--- src/logic/prt_pkg.sv ---
// Shared constants and types of the prescaled reload timer
`default_nettype none
package prt_pkg;
    // ************************************************************
    // Register map: word indices, byte address is index times four
    // ************************************************************
    localparam int unsigned IDX_W = 10;
    localparam logic [IDX_W-1:0] IDX_CTRL = 10'h100;
    localparam logic [IDX_W-1:0] IDX_IOC = 10'h101;
    localparam logic [IDX_W-1:0] IDX_MODE = 10'h102;
    localparam logic [IDX_W-1:0] IDX_PRE = 10'h103;
    localparam logic [IDX_W-1:0] IDX_TMR = 10'h104;
    localparam int unsigned IDX_LSB = 2;

    // ************************************************************
    // Field positions
    // ************************************************************
    localparam int unsigned CTL_START = 0;
    localparam int unsigned CTL_STAT = 1;
    localparam int unsigned CTL_STOP = 2;
    localparam int unsigned CTL_EDGF = 4;
    localparam int unsigned CTL_UNDF = 5;
    localparam int unsigned IOC_POL = 0;
    localparam int unsigned IOC_OUTC = 1;
    localparam int unsigned IOC_INVEN = 2;
    localparam int unsigned IOC_SEL = 3;
    localparam int unsigned IOC_FLT_LO = 4;
    localparam int unsigned IOC_FLT_HI = 5;
    localparam int unsigned MOD_LO = 0;
    localparam int unsigned MOD_HI = 2;
    localparam int unsigned SRC_LO = 4;
    localparam int unsigned SRC_HI = 6;

    // ************************************************************
    // Widths, masks and reset values
    // ************************************************************
    localparam int unsigned STAGE_W = 8;
    localparam logic [7:0] IOC_MASK = 8'h3F;
    localparam logic [7:0] MODE_MASK = 8'h77;
    localparam logic [7:0] REG_RESET = 8'h00;
    localparam logic [STAGE_W-1:0] STAGE_PRESET = 8'hFF;
    localparam logic [STAGE_W-1:0] STAGE_ZERO = 8'h00;
    localparam logic [2:0] DIV_RESET = 3'h0;
    localparam logic [2:0] DIV8_LAST = 3'h7;
    localparam logic [1:0] FLT_OFF = 2'h0;
    localparam int unsigned HTRANS_ACT = 1;
    localparam logic HRESP_OKAY = 1'b0;

    // Count source choices
    typedef enum logic [2:0] {
        SRC_DIV1 = 3'h0,
        SRC_DIV8 = 3'h1,
        SRC_OSC = 3'h2,
        SRC_DIV2 = 3'h3,
        SRC_SUB32 = 3'h4
    } prt_src_t;

    // Operating mode codes
    typedef enum logic [2:0] {
        MODE_TIMER = 3'h0,
        MODE_PULSE = 3'h1,
        MODE_EVENT = 3'h2,
        MODE_WIDTH = 3'h3,
        MODE_PERIOD = 3'h4
    } prt_mode_t;

    // Bus read sequencing, one-hot
    typedef enum logic [1:0] {
        BUS_IDLE = 2'b01,
        BUS_FETCH = 2'b10
    } prt_bus_st_t;
endpackage
`default_nettype wire

--- src/logic/prt_stage_if.sv ---
// Carrier between the timer core and one reload/counter stage
`timescale 1ns/1ps
`default_nettype none
interface prt_stage_if;
    import prt_pkg::*;
    logic wr; // Bus write to this stage
    logic wr_now; // Write reaches counter at once
    logic [STAGE_W-1:0] wdata; // Written value
    logic step; // Count enable pulse
    logic force_stop; // Preset both halves
    logic [STAGE_W-1:0] cnt; // Counter value
    logic uf; // Underflow this cycle
    modport stage(input wr, wr_now, wdata, step, force_stop,
        output cnt, uf);
    modport ctrl(output wr, wr_now, wdata, step, force_stop,
        input cnt, uf);
endinterface
`default_nettype wire

--- src/logic/prt_stage.sv ---
// One down-counting stage: reload register plus counter
`timescale 1ns/1ps
`default_nettype none
module prt_stage
    import prt_pkg::*;
(
    // Clock and reset
    input wire logic clk,
    input wire logic rstn,
    input wire logic ce,
    // Core side
    prt_stage_if.stage s
);
    logic [STAGE_W-1:0] reload_q; // Reload register
    logic [STAGE_W-1:0] cnt_q; // Counter
    logic pend_q; // Write waits for a count step

    assign s.cnt = cnt_q;
    // Underflow at zero
    assign s.uf = s.step && (cnt_q == STAGE_ZERO);

    // ************************************************************
    // Reload and count
    // ************************************************************
    always_ff @(posedge clk or negedge rstn) begin
        if (!rstn) begin
            reload_q <= STAGE_PRESET;
            cnt_q <= STAGE_PRESET;
            pend_q <= 1'b0;
        end else if (ce) begin
            if (s.force_stop) begin
                // Preset all ones
                reload_q <= STAGE_PRESET;
                cnt_q <= STAGE_PRESET;
                pend_q <= 1'b0;
            end else if (s.wr) begin
                // Stopped write loads both
                reload_q <= s.wdata;
                if (s.wr_now) begin
                    cnt_q <= s.wdata;
                end
                pend_q <= !s.wr_now;
            end else if (s.step) begin
                // Reload or decrement
                if (pend_q || cnt_q == STAGE_ZERO) begin
                    cnt_q <= reload_q;
                end else begin
                    cnt_q <= cnt_q - 1'b1;
                end
                pend_q <= 1'b0;
            end
        end
    end
endmodule // prt_stage
`default_nettype wire

--- src/logic/prt_tick_gen.sv ---
// Count source selection and tick generation
`timescale 1ns/1ps
`default_nettype none
module prt_tick_gen
    import prt_pkg::*;
(
    // Clock and reset
    input wire logic clk,
    input wire logic rstn,
    input wire logic ce,
    // Selection
    input wire prt_src_t sel,
    // Asynchronous source pins
    input wire logic osc_pin,
    input wire logic sub_pin,
    // One-cycle count source pulse
    output logic tick
);
    logic [2:0] div_q; // Free-running system clock divider
    logic [2:0] osc_q; // Sync pair plus edge history
    logic [2:0] sub_q; // Sync pair plus edge history

    // ************************************************************
    // Divider and synchronisers
    // ************************************************************
    always_ff @(posedge clk or negedge rstn) begin
        if (!rstn) begin
            div_q <= DIV_RESET;
            osc_q <= DIV_RESET;
            sub_q <= DIV_RESET;
        end else if (ce) begin
            div_q <= div_q + 1'b1;
            osc_q <= {osc_q[1:0], osc_pin};
            sub_q <= {sub_q[1:0], sub_pin};
        end
    end

    // Source select
    always_comb begin
        case (sel)
            SRC_DIV1: tick = 1'b1;
            SRC_DIV2: tick = div_q[0];
            SRC_DIV8: tick = (div_q == DIV8_LAST);
            // Rising edges seen after the second flip-flop only
            SRC_OSC: tick = osc_q[1] && !osc_q[2];
            SRC_SUB32: tick = sub_q[1] && !sub_q[2];
            default: tick = 1'b0;
        endcase
    end
endmodule // prt_tick_gen
`default_nettype wire

--- src/logic/prt_timer_top.sv ---
// Prescaled reload timer with AHB-Lite register slave
//
// Functional notes
// Eight-bit timer behind eight-bit prescaler
// Reload and counter share one address
// Selected count source times all counting
// Five mode codes held, timer behaviour
// Forced stop restores start, status, stages
// Forced stop presets prescaler to ones
// Forced stop presets timer to ones
// Flags clear only by writing zero
// Software writes whole control register
// Mode rewritten only while fully stopped
// I/O control holds polarity, output, filter
// Upper two I/O control bits read zero
// Five selectable count sources
// Down count, reload on underflow
// Period is source times (n+1)(m+1)
// Writing start one begins counting
// Start zero or forced stop halts
// Interrupt request on each timer underflow
// Reads return live counter values
// Stopped write loads reload and counter
// Timer pin is port or irq input
// Timer steps on prescaler underflow
// Prescaler picks write up on source tick
// Underflow and reload at zero
`timescale 1ns/1ps
`default_nettype none
module prt_timer_top
    import prt_pkg::*;
(
    // Clock, reset, enable
    input wire logic hclk,
    input wire logic hresetn,
    input wire logic ce,
    // AHB-Lite slave
    input wire logic hsel,
    input wire logic [31:0] haddr,
    input wire logic [1:0] htrans,
    input wire logic hwrite,
    input wire logic [2:0] hsize,
    input wire logic [31:0] hwdata,
    input wire logic hready,
    output logic [31:0] hrdata,
    output logic hreadyout,
    output logic hresp,
    // Count source pins
    input wire logic onchip_osc_clock,
    input wire logic subclock_div32,
    // Timer pins
    input wire logic timer_io_pin_i,
    output logic timer_io_pin_o,
    output logic timer_io_pin_oe,
    output logic timer_aux_output_pin_o,
    output logic timer_aux_output_pin_oe,
    // Requests
    output logic external_irq_one,
    output logic timer_irq
);
    // ************************************************************
    // Declarations
    // ************************************************************
    prt_stage_if pre_if (); // Prescaler stage
    prt_stage_if tmr_if (); // Timer stage
    prt_bus_st_t bus_q; // Read sequencing
    logic dph_q; // Write data phase pending
    logic [IDX_W-1:0] idx_q; // Latched word index
    logic count_start_bit_q; // Start request
    logic count_status_flag_q; // Counting really active
    logic active_edge_flag_q; // Sticky edge flag
    logic underflow_flag_q; // Sticky underflow flag
    logic [7:0] ioc_q; // I/O control register
    logic [7:0] mode_q; // Mode register
    logic [2:0] pin_q; // Pin sync pair plus filter stage
    logic irq_pin_q; // Filtered, polarity-adjusted pin
    logic tick; // Selected count source pulse
    logic addr_ok; // Address phase taken
    logic wr_ctrl, wr_ioc, wr_mode; // Register writes
    logic force_stop; // Forced stop this cycle

    // Word index decode, shared by reads and writes
    function automatic logic [IDX_W-1:0] word_idx(logic [31:0] a);
        return a[IDX_LSB +: IDX_W];
    endfunction

    assign addr_ok = hsel && hready && htrans[HTRANS_ACT];
    assign wr_ctrl = dph_q && idx_q == IDX_CTRL;
    assign wr_ioc = dph_q && idx_q == IDX_IOC;
    assign wr_mode = dph_q && idx_q == IDX_MODE;
    // Forced stop request
    assign force_stop = wr_ctrl && hwdata[CTL_STOP];

    // ************************************************************
    // Bus address phase and read sequencing
    // ************************************************************
    // Reads take one wait state so a write just before is visible
    always_ff @(posedge hclk or negedge hresetn) begin
        if (!hresetn) begin
            bus_q <= BUS_IDLE;
            dph_q <= 1'b0;
            idx_q <= '0;
            hreadyout <= 1'b1;
            hresp <= HRESP_OKAY;
        end else if (ce) begin
            hresp <= HRESP_OKAY;
            case (bus_q)
                BUS_IDLE: begin
                    dph_q <= addr_ok && hwrite;
                    if (addr_ok) begin
                        idx_q <= word_idx(haddr);
                    end
                    if (addr_ok && !hwrite) begin
                        bus_q <= BUS_FETCH;
                        hreadyout <= 1'b0;
                    end
                end
                BUS_FETCH: begin
                    bus_q <= BUS_IDLE;
                    hreadyout <= 1'b1;
                end
                default: begin
                    bus_q <= BUS_IDLE;
                    hreadyout <= 1'b1;
                end
            endcase
        end
    end

    // ************************************************************
    // Read data
    // ************************************************************
    always_ff @(posedge hclk or negedge hresetn) begin
        if (!hresetn) begin
            hrdata <= '0;
        end else if (ce && bus_q == BUS_FETCH) begin
            hrdata <= '0;
            case (idx_q)
                IDX_CTRL: begin
                    hrdata[CTL_START] <= count_start_bit_q;
                    hrdata[CTL_STAT] <= count_status_flag_q;
                    hrdata[CTL_EDGF] <= active_edge_flag_q;
                    hrdata[CTL_UNDF] <= underflow_flag_q;
                end
                // Upper bits read zero
                IDX_IOC: hrdata[7:0] <= ioc_q & IOC_MASK;
                IDX_MODE: hrdata[7:0] <= mode_q;
                // Live counter values
                IDX_PRE: hrdata[7:0] <= pre_if.cnt;
                IDX_TMR: hrdata[7:0] <= tmr_if.cnt;
                // Unmapped words read zero
                default: hrdata <= '0;
            endcase
        end
    end

    // ************************************************************
    // Start and status
    // ************************************************************
    always_ff @(posedge hclk or negedge hresetn) begin
        if (!hresetn) begin
            count_start_bit_q <= 1'b0;
            count_status_flag_q <= 1'b0;
        end else if (ce) begin
            if (force_stop) begin
                // Forced stop halts
                count_start_bit_q <= 1'b0;
                count_status_flag_q <= 1'b0;
            end else begin
                if (wr_ctrl) begin
                    // Start or stop by software
                    count_start_bit_q <= hwdata[CTL_START];
                end
                // Status follows start in step with the source
                if (tick) begin
                    count_status_flag_q <= count_start_bit_q;
                end
            end
        end
    end

    // ************************************************************
    // Sticky flags
    // ************************************************************
    // A new underflow beats a clear in the same cycle
    always_ff @(posedge hclk or negedge hresetn) begin
        if (!hresetn) begin
            active_edge_flag_q <= 1'b0;
            underflow_flag_q <= 1'b0;
        end else if (ce) begin
            // Clear on zero only
            if (wr_ctrl && !hwdata[CTL_EDGF]) begin
                active_edge_flag_q <= 1'b0;
            end
            if (tmr_if.uf) begin
                underflow_flag_q <= 1'b1;
            end else if (wr_ctrl && !hwdata[CTL_UNDF]) begin
                underflow_flag_q <= 1'b0;
            end
        end
    end

    // ************************************************************
    // I/O control and mode registers
    // ************************************************************
    // Mode changes are trusted to come only while stopped
    always_ff @(posedge hclk or negedge hresetn) begin
        if (!hresetn) begin
            ioc_q <= REG_RESET;
            mode_q <= REG_RESET;
        end else if (ce) begin
            if (wr_ioc) begin
                // Polarity, output, filter fields
                ioc_q <= hwdata[7:0] & IOC_MASK;
            end
            if (wr_mode) begin
                // Mode code stored
                mode_q <= hwdata[7:0] & MODE_MASK;
            end
        end
    end

    // ************************************************************
    // Count source and stages
    // ************************************************************
    // Source drives both stages
    prt_tick_gen u_tick (
        .clk(hclk),
        .rstn(hresetn),
        .ce(ce),
        .sel(prt_src_t'(mode_q[SRC_HI:SRC_LO])),
        .osc_pin(onchip_osc_clock),
        .sub_pin(subclock_div32),
        .tick(tick)
    );

    // One address per stage
    assign pre_if.wr = dph_q && idx_q == IDX_PRE;
    assign tmr_if.wr = dph_q && idx_q == IDX_TMR;
    assign pre_if.wdata = hwdata[STAGE_W-1:0];
    assign tmr_if.wdata = hwdata[STAGE_W-1:0];
    // Direct load only when stopped
    assign pre_if.wr_now = !count_start_bit_q && !count_status_flag_q;
    assign tmr_if.wr_now = !count_start_bit_q && !count_status_flag_q;
    assign pre_if.force_stop = force_stop;
    assign tmr_if.force_stop = force_stop;
    // Prescaler steps on source ticks
    assign pre_if.step = count_status_flag_q && tick;
    // Timer steps on prescaler underflow
    assign tmr_if.step = pre_if.uf;

    // Prescaler stage
    prt_stage u_pre (
        .clk(hclk),
        .rstn(hresetn),
        .ce(ce),
        .s(pre_if)
    );

    // Chained stages give (n+1)(m+1)
    prt_stage u_tmr (
        .clk(hclk),
        .rstn(hresetn),
        .ce(ce),
        .s(tmr_if)
    );

    // ************************************************************
    // Pins and requests
    // ************************************************************
    // Filter trades one extra cycle of latency for glitch immunity
    always_ff @(posedge hclk or negedge hresetn) begin
        if (!hresetn) begin
            pin_q <= '0;
            irq_pin_q <= 1'b0;
            external_irq_one <= 1'b0;
            timer_irq <= 1'b0;
            timer_io_pin_o <= 1'b0;
            timer_io_pin_oe <= 1'b0;
            timer_aux_output_pin_o <= 1'b0;
            timer_aux_output_pin_oe <= 1'b0;
        end else if (ce) begin
            pin_q <= {pin_q[1:0], timer_io_pin_i};
            if (ioc_q[IOC_FLT_HI:IOC_FLT_LO] == FLT_OFF ||
                pin_q[1] == pin_q[2]) begin
                irq_pin_q <= pin_q[1] ^ ioc_q[IOC_POL];
            end
            // Pin feeds irq while the select bit is zero
            external_irq_one <= irq_pin_q && !ioc_q[IOC_SEL];
            // Request per underflow
            timer_irq <= tmr_if.uf;
            // Timer mode leaves both pins to the port logic
            timer_io_pin_o <= 1'b0;
            timer_io_pin_oe <= 1'b0;
            timer_aux_output_pin_o <= 1'b0;
            timer_aux_output_pin_oe <= 1'b0;
        end
    end
endmodule // prt_timer_top
`default_nettype wire

--- config.mk ---
export PLATFORM = sky130hd
export DESIGN_NAME = prt_timer_top
export DESIGN_NICKNAME = d
export VERILOG_FILES = /design/src/logic/prt_pkg.sv /design/src/logic/prt_stage_if.sv /design/src/logic/prt_stage.sv /design/src/logic/prt_tick_gen.sv /design/src/logic/prt_timer_top.sv
export SDC_FILE = /design/constraint.sdc
export NUM_CORES = 1
export LEC_CHECK = 0
export ABC_AREA = 1
export ABC_CLOCK_PERIOD_IN_PS = 2450
export BUFFER_PORTS_ARGS = -buffer_cell sky130_fd_sc_hd__buf_2
export CORE_ASPECT_RATIO = 0.5
export CORE_MARGIN = 1
export CORE_UTILIZATION = 54
export DETAILED_ROUTE_END_ITERATION = 8
export PLACE_DENSITY = 0.81
export RECOVER_POWER = 100
export SYNTH_ARGS = -nofsm -noshare
export SYNTH_HDL_FRONTEND = slang
export SYNTH_SLANG_ARGS = --single-unit
--- constraint.sdc ---
create_clock -name hclk -period 2.45 [get_ports hclk]
set_input_delay 0.1225 -clock hclk [delete_from_list [all_inputs] [get_ports hclk]]
set_output_delay 0.1225 -clock hclk [all_outputs]
set_load 0.01 [all_outputs]
==> results.md, run 1 <==
- Startpoint Class: flop
- GRT met1 Usage: 0.343
- Gr usage total: 0.266
- Clock latency on the worst-skew pair: 0.35 ns
- I/O pin count: 118
- DRC: 0
- Final Hold Vio Count: 0
- Pin count of the biggest net entering global routing: 45
- Port Buf Inserts: 38
- Drt first-iter violations: 435
- Top delay family on crit path: simple AND/OR/NAND/NOR gates
- Most frequent cells in the layout: nand2_1, inv_1, o21ai_0
- VDD IR max: 0.000361 V
- Crit-path slowest cell: dfstp_2
- H-tree levels: 3
- Yosys warning count: 0
- Initial Util: 0.581
- Detailed Place HPWL: 8.20 mm
- DR vias: 4261
- Vias/cell: 5.28
- Fmax: 452 MHz
- Cell Rows: 23
- Most used DFF post-synth: dfrtp_1
- Clock skew: 0.00684 ns
- Total core area: 0.00835 mm2
- Setup TNS: 0 ns
- Remaining Overflow, GRT: 0
- DIE AREA: 0.00938 mm2
- Slew at the pin closest to its max-slew limit: 1.08 ns
- Seq cells post-synth: 85
- Post-synth EDFFs: 0
- Syn avg cell area: 7.63 um2
- Initial antenna violation count: 0
- Power consumption: 3740 uW
- Layout cells sized above 1: 0.148
- Final Cycle Share: 0.903
- Chip Width: 136 um
- Critical path class: reg2reg
- Status: complete, no violations
- Post-synthesis sequential area ratio: 0.448
- PD cells: 686 mW/mm2
- CP Cell Sequence: inv_1 -> ha_1 -> nand2_1 -> nor2_1 -> nand4_1 -> nand2_2 -> nand2_1 -> o21ai_0 -> inv_1
- CTS Root Cell: clkbuf_16
- Critical Path AT: 2.45 ns
- Req. time, crit path: 2.69 ns
- Vias in the first global route: 3837
- Post-Synthesis Cell Area: 0.00484 mm2
- RSZ-0062 raised after global routing: no
- Final min period: 2.21 ns
- Crit Path Max Fanout: 11
- Critical Path Sink Type: flop
- Layout Utilization: 0.654
- Crit-path max cell delay: 0.37 ns
- Cells after Synth: 635
- Die Height: 69.0 um
- Worst reg2reg setup slack: 0.24 ns
- Ys async rst share: 1.00
- Most common cell after layout, fill and taps aside: nand2_1
- Pins Over Slew Limit: 0
- Area delta synth->final: 12.6%
- Clock Path Buffers: 2
- Fillcell total: 720
- DRT Wirelength: 11.6 mm
- Final setup violation count: 0
- # resized after CTS: 0
- CTS tree: done
- First-pass GRT wire length: 18.6 mm
- CP bufs+invs: 2
- Worst hold path class: in2reg
- Clk pin slew, worst setup/hold paths: 0.07 ns
- Num CTS Buffers: 9
- Nets: 772
- Diode count: 0
- Footprint of the multi-input gates: 0.00217 mm2
- Post-route ant nets: 0
- Register area: 0.00217 mm2
- Met2 GRT Util: 0.434
- DRT Pass-1 Iters: 7
- Slew margin rel.: 0.277
- Pleak: 0.00274 uW
- GP Congestion: 0.914
- Busiest layer in global routing: met2
- GR Util met3: 0.0673
- Post-synthesis cell type count: 40
- Max-cap violations: 0
- Clk sinks: 85
- WL/cell: 14.4 um
## worst register-to-register path: stages (launching register included)
cell and delay, ns:
dfstp_2 0.37, inv_1 0.19, ha_1 0.32, nand2_1 0.10, nor2_1 0.20, nand4_1 0.23, nand2_2 0.28, nand2_1 0.23
o21ai_0 0.13, inv_1 0.06
## Yosys cell counts (3+ instances only)
| cell type | instances | share of area |
|---|---|---|
| inv_1 | 77 | 0.060 |
| nand4_1 | 5 | 0.0065 |
| nand2_1 | 187 | 0.14 |
| ha_1 | 4 | 0.010 |
| nor3_1 | 5 | 0.0052 |
| o21ai_0 | 66 | 0.068 |
| a21oi_1 | 17 | 0.018 |
| nor2_4 | 4 | 0.0093 |
| nand2_4 | 7 | 0.016 |
| nand3_1 | 37 | 0.038 |
| nand2_2 | 3 | 0.0039 |
| o21ai_2 | 3 | 0.0054 |
| buf_2 | 3 | 0.0031 |
| o211ai_1 | 6 | 0.0093 |
| dfstp_2 | 33 | 0.18 |
| clkbuf_1 | 7 | 0.0054 |
| xnor2_1 | 3 | 0.0054 |
| dfrtp_1 | 52 | 0.27 |
| buf_4 | 29 | 0.045 |
| nor2_1 | 55 | 0.043 |
| o22ai_1 | 7 | 0.0090 |
## registers in the layout (all words and copies together) (netlist names)
signal and count:
count_start_bit_q 1, u_tmr.pend_q 1, u_tick.sub_q 3, bus_q 2, external_irq_one 1, underflow_flag_q 1
u_tick.div_q 3, u_tmr.s.cnt 8, u_tick.osc_q 3, timer_irq 1, u_pre.pend_q 1, dph_q 1
count_status_flag_q 1, mode_q 6, u_pre.s.cnt 8, ioc_q 6, pin_q 3, irq_pin_q 1
hrdata 8, u_pre.reload_q 8, idx_q 10, u_tmr.reload_q 8
## cell families (layout without fill, tap and decap cells)
| group | count (synthesis) | count (layout) | share of synthesized area |
|---|---|---|---|
| AOI/OAI and AO/OA | 103 | 103 | 0.116 |
| and+or+nand+nor | 316 | 316 | 0.296 |
| other | 1 | 29 | 0.000774 |
| xor gates and xnor gates | 5 | 5 | 0.00904 |
| DFF | 85 | 85 | 0.448 |
| buffers and inverters | 121 | 153 | 0.121 |
| adders and majority gates | 4 | 4 | 0.0103 |
## power by group
group	switching (uW)	leakage (uW)	internal [uW]	total, uW
clock network	595	0.000139	798	1390
logic	415	0.00159	229	644
registers	127	0.00102	1580	1710
total	1140	0.00274	2610	3740
## layer usage
metal | share of wire | vias to the layer above
li1 | - | 2071
met2 | 0.45 | 203
met5 | 0 | -
met3 | 0.094 | 20
met1 | 0.44 | 1967
met4 | 0.018 | 0
## worst paths after layout
path / startpoint / end / depth (start not counted)
worst max-delay path: u_pre.s.cnt[0] / u_tmr.pend_q / 9
max in group asynchronous: hresetn / bus_q[0] / 3
worst min register to register: u_pre.s.cnt[0] / u_pre.s.cnt[0] / 2
min in group asynchronous: hresetn / u_tmr.pend_q / 2
worst min-delay path: haddr[10] / idx_q[8] / 3
worst max register to register: u_pre.s.cnt[0] / u_tmr.pend_q / 9
## what timing repair did
action | 4_1_cts | 5_1_grt
buffers inserted | 0 | 0
hold endpoints to repair | 27 | 0
hold buffers | 14 | 0
## layout make-up
type / instances / share of cell area
Timing Repair Buffer: 59 / 0.0695
Multi-Input combinational cell: 457 / 0.398
Clock inverter: 6 / 0.0131
Inverter: 78 / 0.0541
Sequential cell: 85 / 0.397
Clock buffer: 10 / 0.0420
Tap cell: 112 / 0.0257
## metrics by stage
stage	cells	setup slack [ns]	hold WS [ns]	instance area (um2)
finish	807	0.238	0.0113	5460
global route	807	0.112	0.0299	5460
CTS	807	0.397	0.0118	5500
detailed placement	777	0.415	0.150	5060
global placement	777	0.441	0.143	5060
floorplan	663	0.683	-0.173	4950
No activity file was read; power rests on OpenSTA's default activity.
==> run 2, diff against run 1 <==
--- a/config.mk
+++ b/config.mk
@@ -10,9 +10,8 @@
 export BUFFER_PORTS_ARGS = -buffer_cell sky130_fd_sc_hd__buf_2
 export CORE_ASPECT_RATIO = 0.5
 export CORE_MARGIN = 1
-export CORE_UTILIZATION = 54
+export CORE_UTILIZATION = 40
 export DETAILED_ROUTE_END_ITERATION = 8
-export PLACE_DENSITY = 0.81
 export RECOVER_POWER = 100
 export SYNTH_ARGS = -nofsm -noshare
 export SYNTH_HDL_FRONTEND = slang
==> run 2 against run 1 <==
Net effect: sequential share of layout area decreased by 0.52 points; routed wire length increased by 2.1%; design area increased by 1.3%; die area increased by 34%; first-iteration DRC count decreased by 36%; fmax increased by 2.2%; total power increased by 1.4%; cell count increased by 5.9%; largest cell class unchanged.
==> results.md, run 2 (synthesis results as in run 1) <==
- Status: complete, no violations
- Net Sw Frac: 0.309 (+0.00504)
- Top delay family on crit path: simple AND/OR/NAND/NOR gates
- Chip Width: 158 um (+16%)
- CTS Root Cell: clkbuf_16
- Busiest layer in global routing: met2
- Hold depth: 3 (unchanged)
- Critical path class: reg2reg
- Initial Util: 0.426 (-0.155)
- Drt first-iter violations: 280 (-36%)
- CP Cell Sequence: inv_1 -> ha_1 -> nand2_1 -> nor2_1 -> nor2_1 -> clkbuf_1 -> nand3_1 -> o211ai_1 -> nand2_1 -> nand2_1 -> o21ai_2
- Top register by number of flip-flops: idx_q
- Final setup violation count: 0 (unchanged)
- Clock latency on the worst-skew pair: 0.35 ns (about the same)
- Max-cap violations: 0 (unchanged)
- Clock Path Buffers: 2 (unchanged)
- Vias in the first global route: 3865 (+0.73%)
- Slew at the pin closest to its max-slew limit: 0.919 ns (-0.166 ns)
- Most used cell along the critical path: nand2_1
- DR vias: 4189 (-1.7%)
- Cell Rows: 27 (+17%)
- VDD IR max: 0.000289 V (-20%)
- Depth of the most critical reg-to-reg path: 11 (+2)
- Num CTS Buffers: 9 (unchanged)
- DIE AREA: 0.0126 mm2 (+34%)
- DRT Wirelength: 11.9 mm (+2.1%)
- Remaining Overflow, GRT: 0 (unchanged)
- Clk sinks: 85 (unchanged)
- Clk pin slew, worst setup/hold paths: 0.07 ns (about the same)
- Startpoint Class: flop
- Logic pwr share: 0.167 (-0.005)
- PD cells: 686 mW/mm2 (about the same)
- Worst reg2reg setup slack: 0.29 ns (+0.05 ns)
- Register area: 0.00217 mm2 (unchanged)
- Clock skew: 0.0141 ns (+0.00726 ns)
- Max FFs per register: 10 (unchanged)
- Area delta synth->final: 14.1%
- Req. time, crit path: 2.74 ns (+0.05 ns)
- Worst hold path class: in2reg
- Pleak: 0.00275 uW (+0.36%)
- Crit Path Max Fanout: 7 (-4)
- Met2 GRT Util: 0.316 (-0.118)
- GR Util met3: 0.0353 (-0.0320)
- H-tree levels: 3 (unchanged)
- WL/cell: 13.9 um (-3.7%)
- Fillcell total: 1141 (+58%)
- Crit-path max cell delay: 0.53 ns (+0.16 ns)
- Final min period: 2.16 ns (-0.0479 ns)
- Net Switching: 1170 uW (+3.0%)
- Critical Path Sink Type: flop
- Vias/cell: 4.90 (-7.2%)
- Power share of the clock group: 0.385 (+0.013)
- Footprint of the multi-input gates: 0.00218 mm2 (+0.46%)
- DRC: 0 (unchanged)
- Die Height: 79.8 um (+16%)
- Worst R2R End: u_pre.s.cnt[3]
- RSZ-0062 raised after global routing: no
- Crit-path slowest cell: dfstp_2
- Final Cycle Share: 0.883 (-0.0196)
- CP bufs+invs: 2 (unchanged)
- Worst r2r src: u_pre.s.cnt[0]
- Port Buf Inserts: 38 (unchanged)
- Critical Path AT: 2.45 ns (about the same)
- First-pass GRT wire length: 19.6 mm (+5.5%)
- HP Start: haddr[10]
- Most frequent cells in the layout: nand2_1, inv_1, o21ai_0
- Initial antenna violation count: 0 (unchanged)
- Detailed Place HPWL: 8.81 mm (+7.4%)
- Final Hold Vio Count: 0 (unchanged)
- CTS tree: done
- Pins Over Slew Limit: 0 (unchanged)
- Hold-fix buffers, CTS: 14 (unchanged)
- Post-CTS Setup Repair Bufs: 0 (unchanged)
- Design Area, Final: 0.00553 mm2 (+1.3%)
- GRT met1 Usage: 0.298 (-0.0456)
- Pin count of the biggest net entering global routing: 52 (+16%)
- Total core area: 0.0114 mm2 (+36%)
- Slew margin rel.: 0.388 (+0.111)
- Post-route ant nets: 0 (unchanged)
- Setup TNS: 0 ns (unchanged)
- Cell Area, Placed: 0.00512 mm2 (+1.3%)
- Internal Power: 2620 uW (+0.63%)
- Layout Utilization: 0.486 (-0.168)
- Diode count: 0 (unchanged)
- Most common cell after layout, fill and taps aside: nand2_1
- GP Congestion: 0.859 (-6.1%)
- Nets: 773 (+0.13%)
- Sequential Power Share: 0.448 (-0.008)
- Layout cells sized above 1: 0.151 (+0.00266)
- # resized after CTS: 0 (unchanged)
- Fmax: 462 MHz (+2.2%)
- I/O pin count: 118 (unchanged)
- Gr usage total: 0.207 (-0.0591)
- DRT Pass-1 Iters: 5 (-2)
- Hold worst-path end: idx_q[8]
[run 2: worst max-delay path by stage]
stage	startpoint	end	slack (ns)	cells after the start
finish	u_pre.s.cnt[0]	u_pre.s.cnt[3]	0.29	11
CTS	u_pre.s.cnt[0]	u_pre.s.cnt[3]	0.37	11
floorplan	u_tmr.s.cnt[0]	u_tmr.s.cnt[7]	0.68	12
detailed placement	u_pre.s.cnt[0]	u_pre.s.cnt[3]	0.38	11
global route	u_pre.s.cnt[0]	u_pre.s.cnt[3]	0.12	11
global placement	idx_q[3]	u_tmr.pend_q	0.40	10
[run 2: layout make-up]
cell class                 instances  share of cell area
multi-input combinational        457               0.395
timing repair buffer              60              0.0668
sequential                        85               0.392
tap                              159              0.0360
clock inverter                     7              0.0161
inverter                          78              0.0534
clock buffer                       9              0.0407
[run 2: power by group through the flow]
| stage | logic, uW | registers, uW | clock network (uW) |
|---|---|---|---|
| detailed placement | 631 | 1720 | 0 |
| floorplan | 481 | 1700 | 0 |
| global route | 731 | 1720 | 1540 |
| finish | 634 | 1700 | 1460 |
| global placement | 618 | 1720 | 0 |
| CTS | 651 | 1700 | 1490 |
[run 2: layer usage]
| metal | up-vias | part of all wire |
|---|---|---|
| met1 | 1980 | 0.50 |
| met3 | 14 | 0.055 |
| met5 | - | 0 |
| met2 | 122 | 0.43 |
| li1 | 2073 | - |
| met4 | 0 | 0.012 |
[run 2: worst register-to-register path, stage by stage (launching register included)]
cell and delay, ns:
dfstp_2 0.53, inv_1 0.11, ha_1 0.28, nand2_1 0.11, nor2_1 0.08, nor2_1 0.36
clkbuf_1 0.26, nand3_1 0.10, o211ai_1 0.10, nand2_1 0.07, nand2_1 0.08, o21ai_2 0.05
[run 2: stage by stage]
stage,setup WS [ns],hold slack (ns),cells,power (uW)
after global placement,0.400,0.121,825,2340
after floorplan,0.683,-0.173,663,2180
after CTS,0.365,0.0170,855,3840
after detailed placement,0.378,0.126,825,2350
final,0.286,0.0149,855,3790
after global routing,0.120,0.0322,855,3990
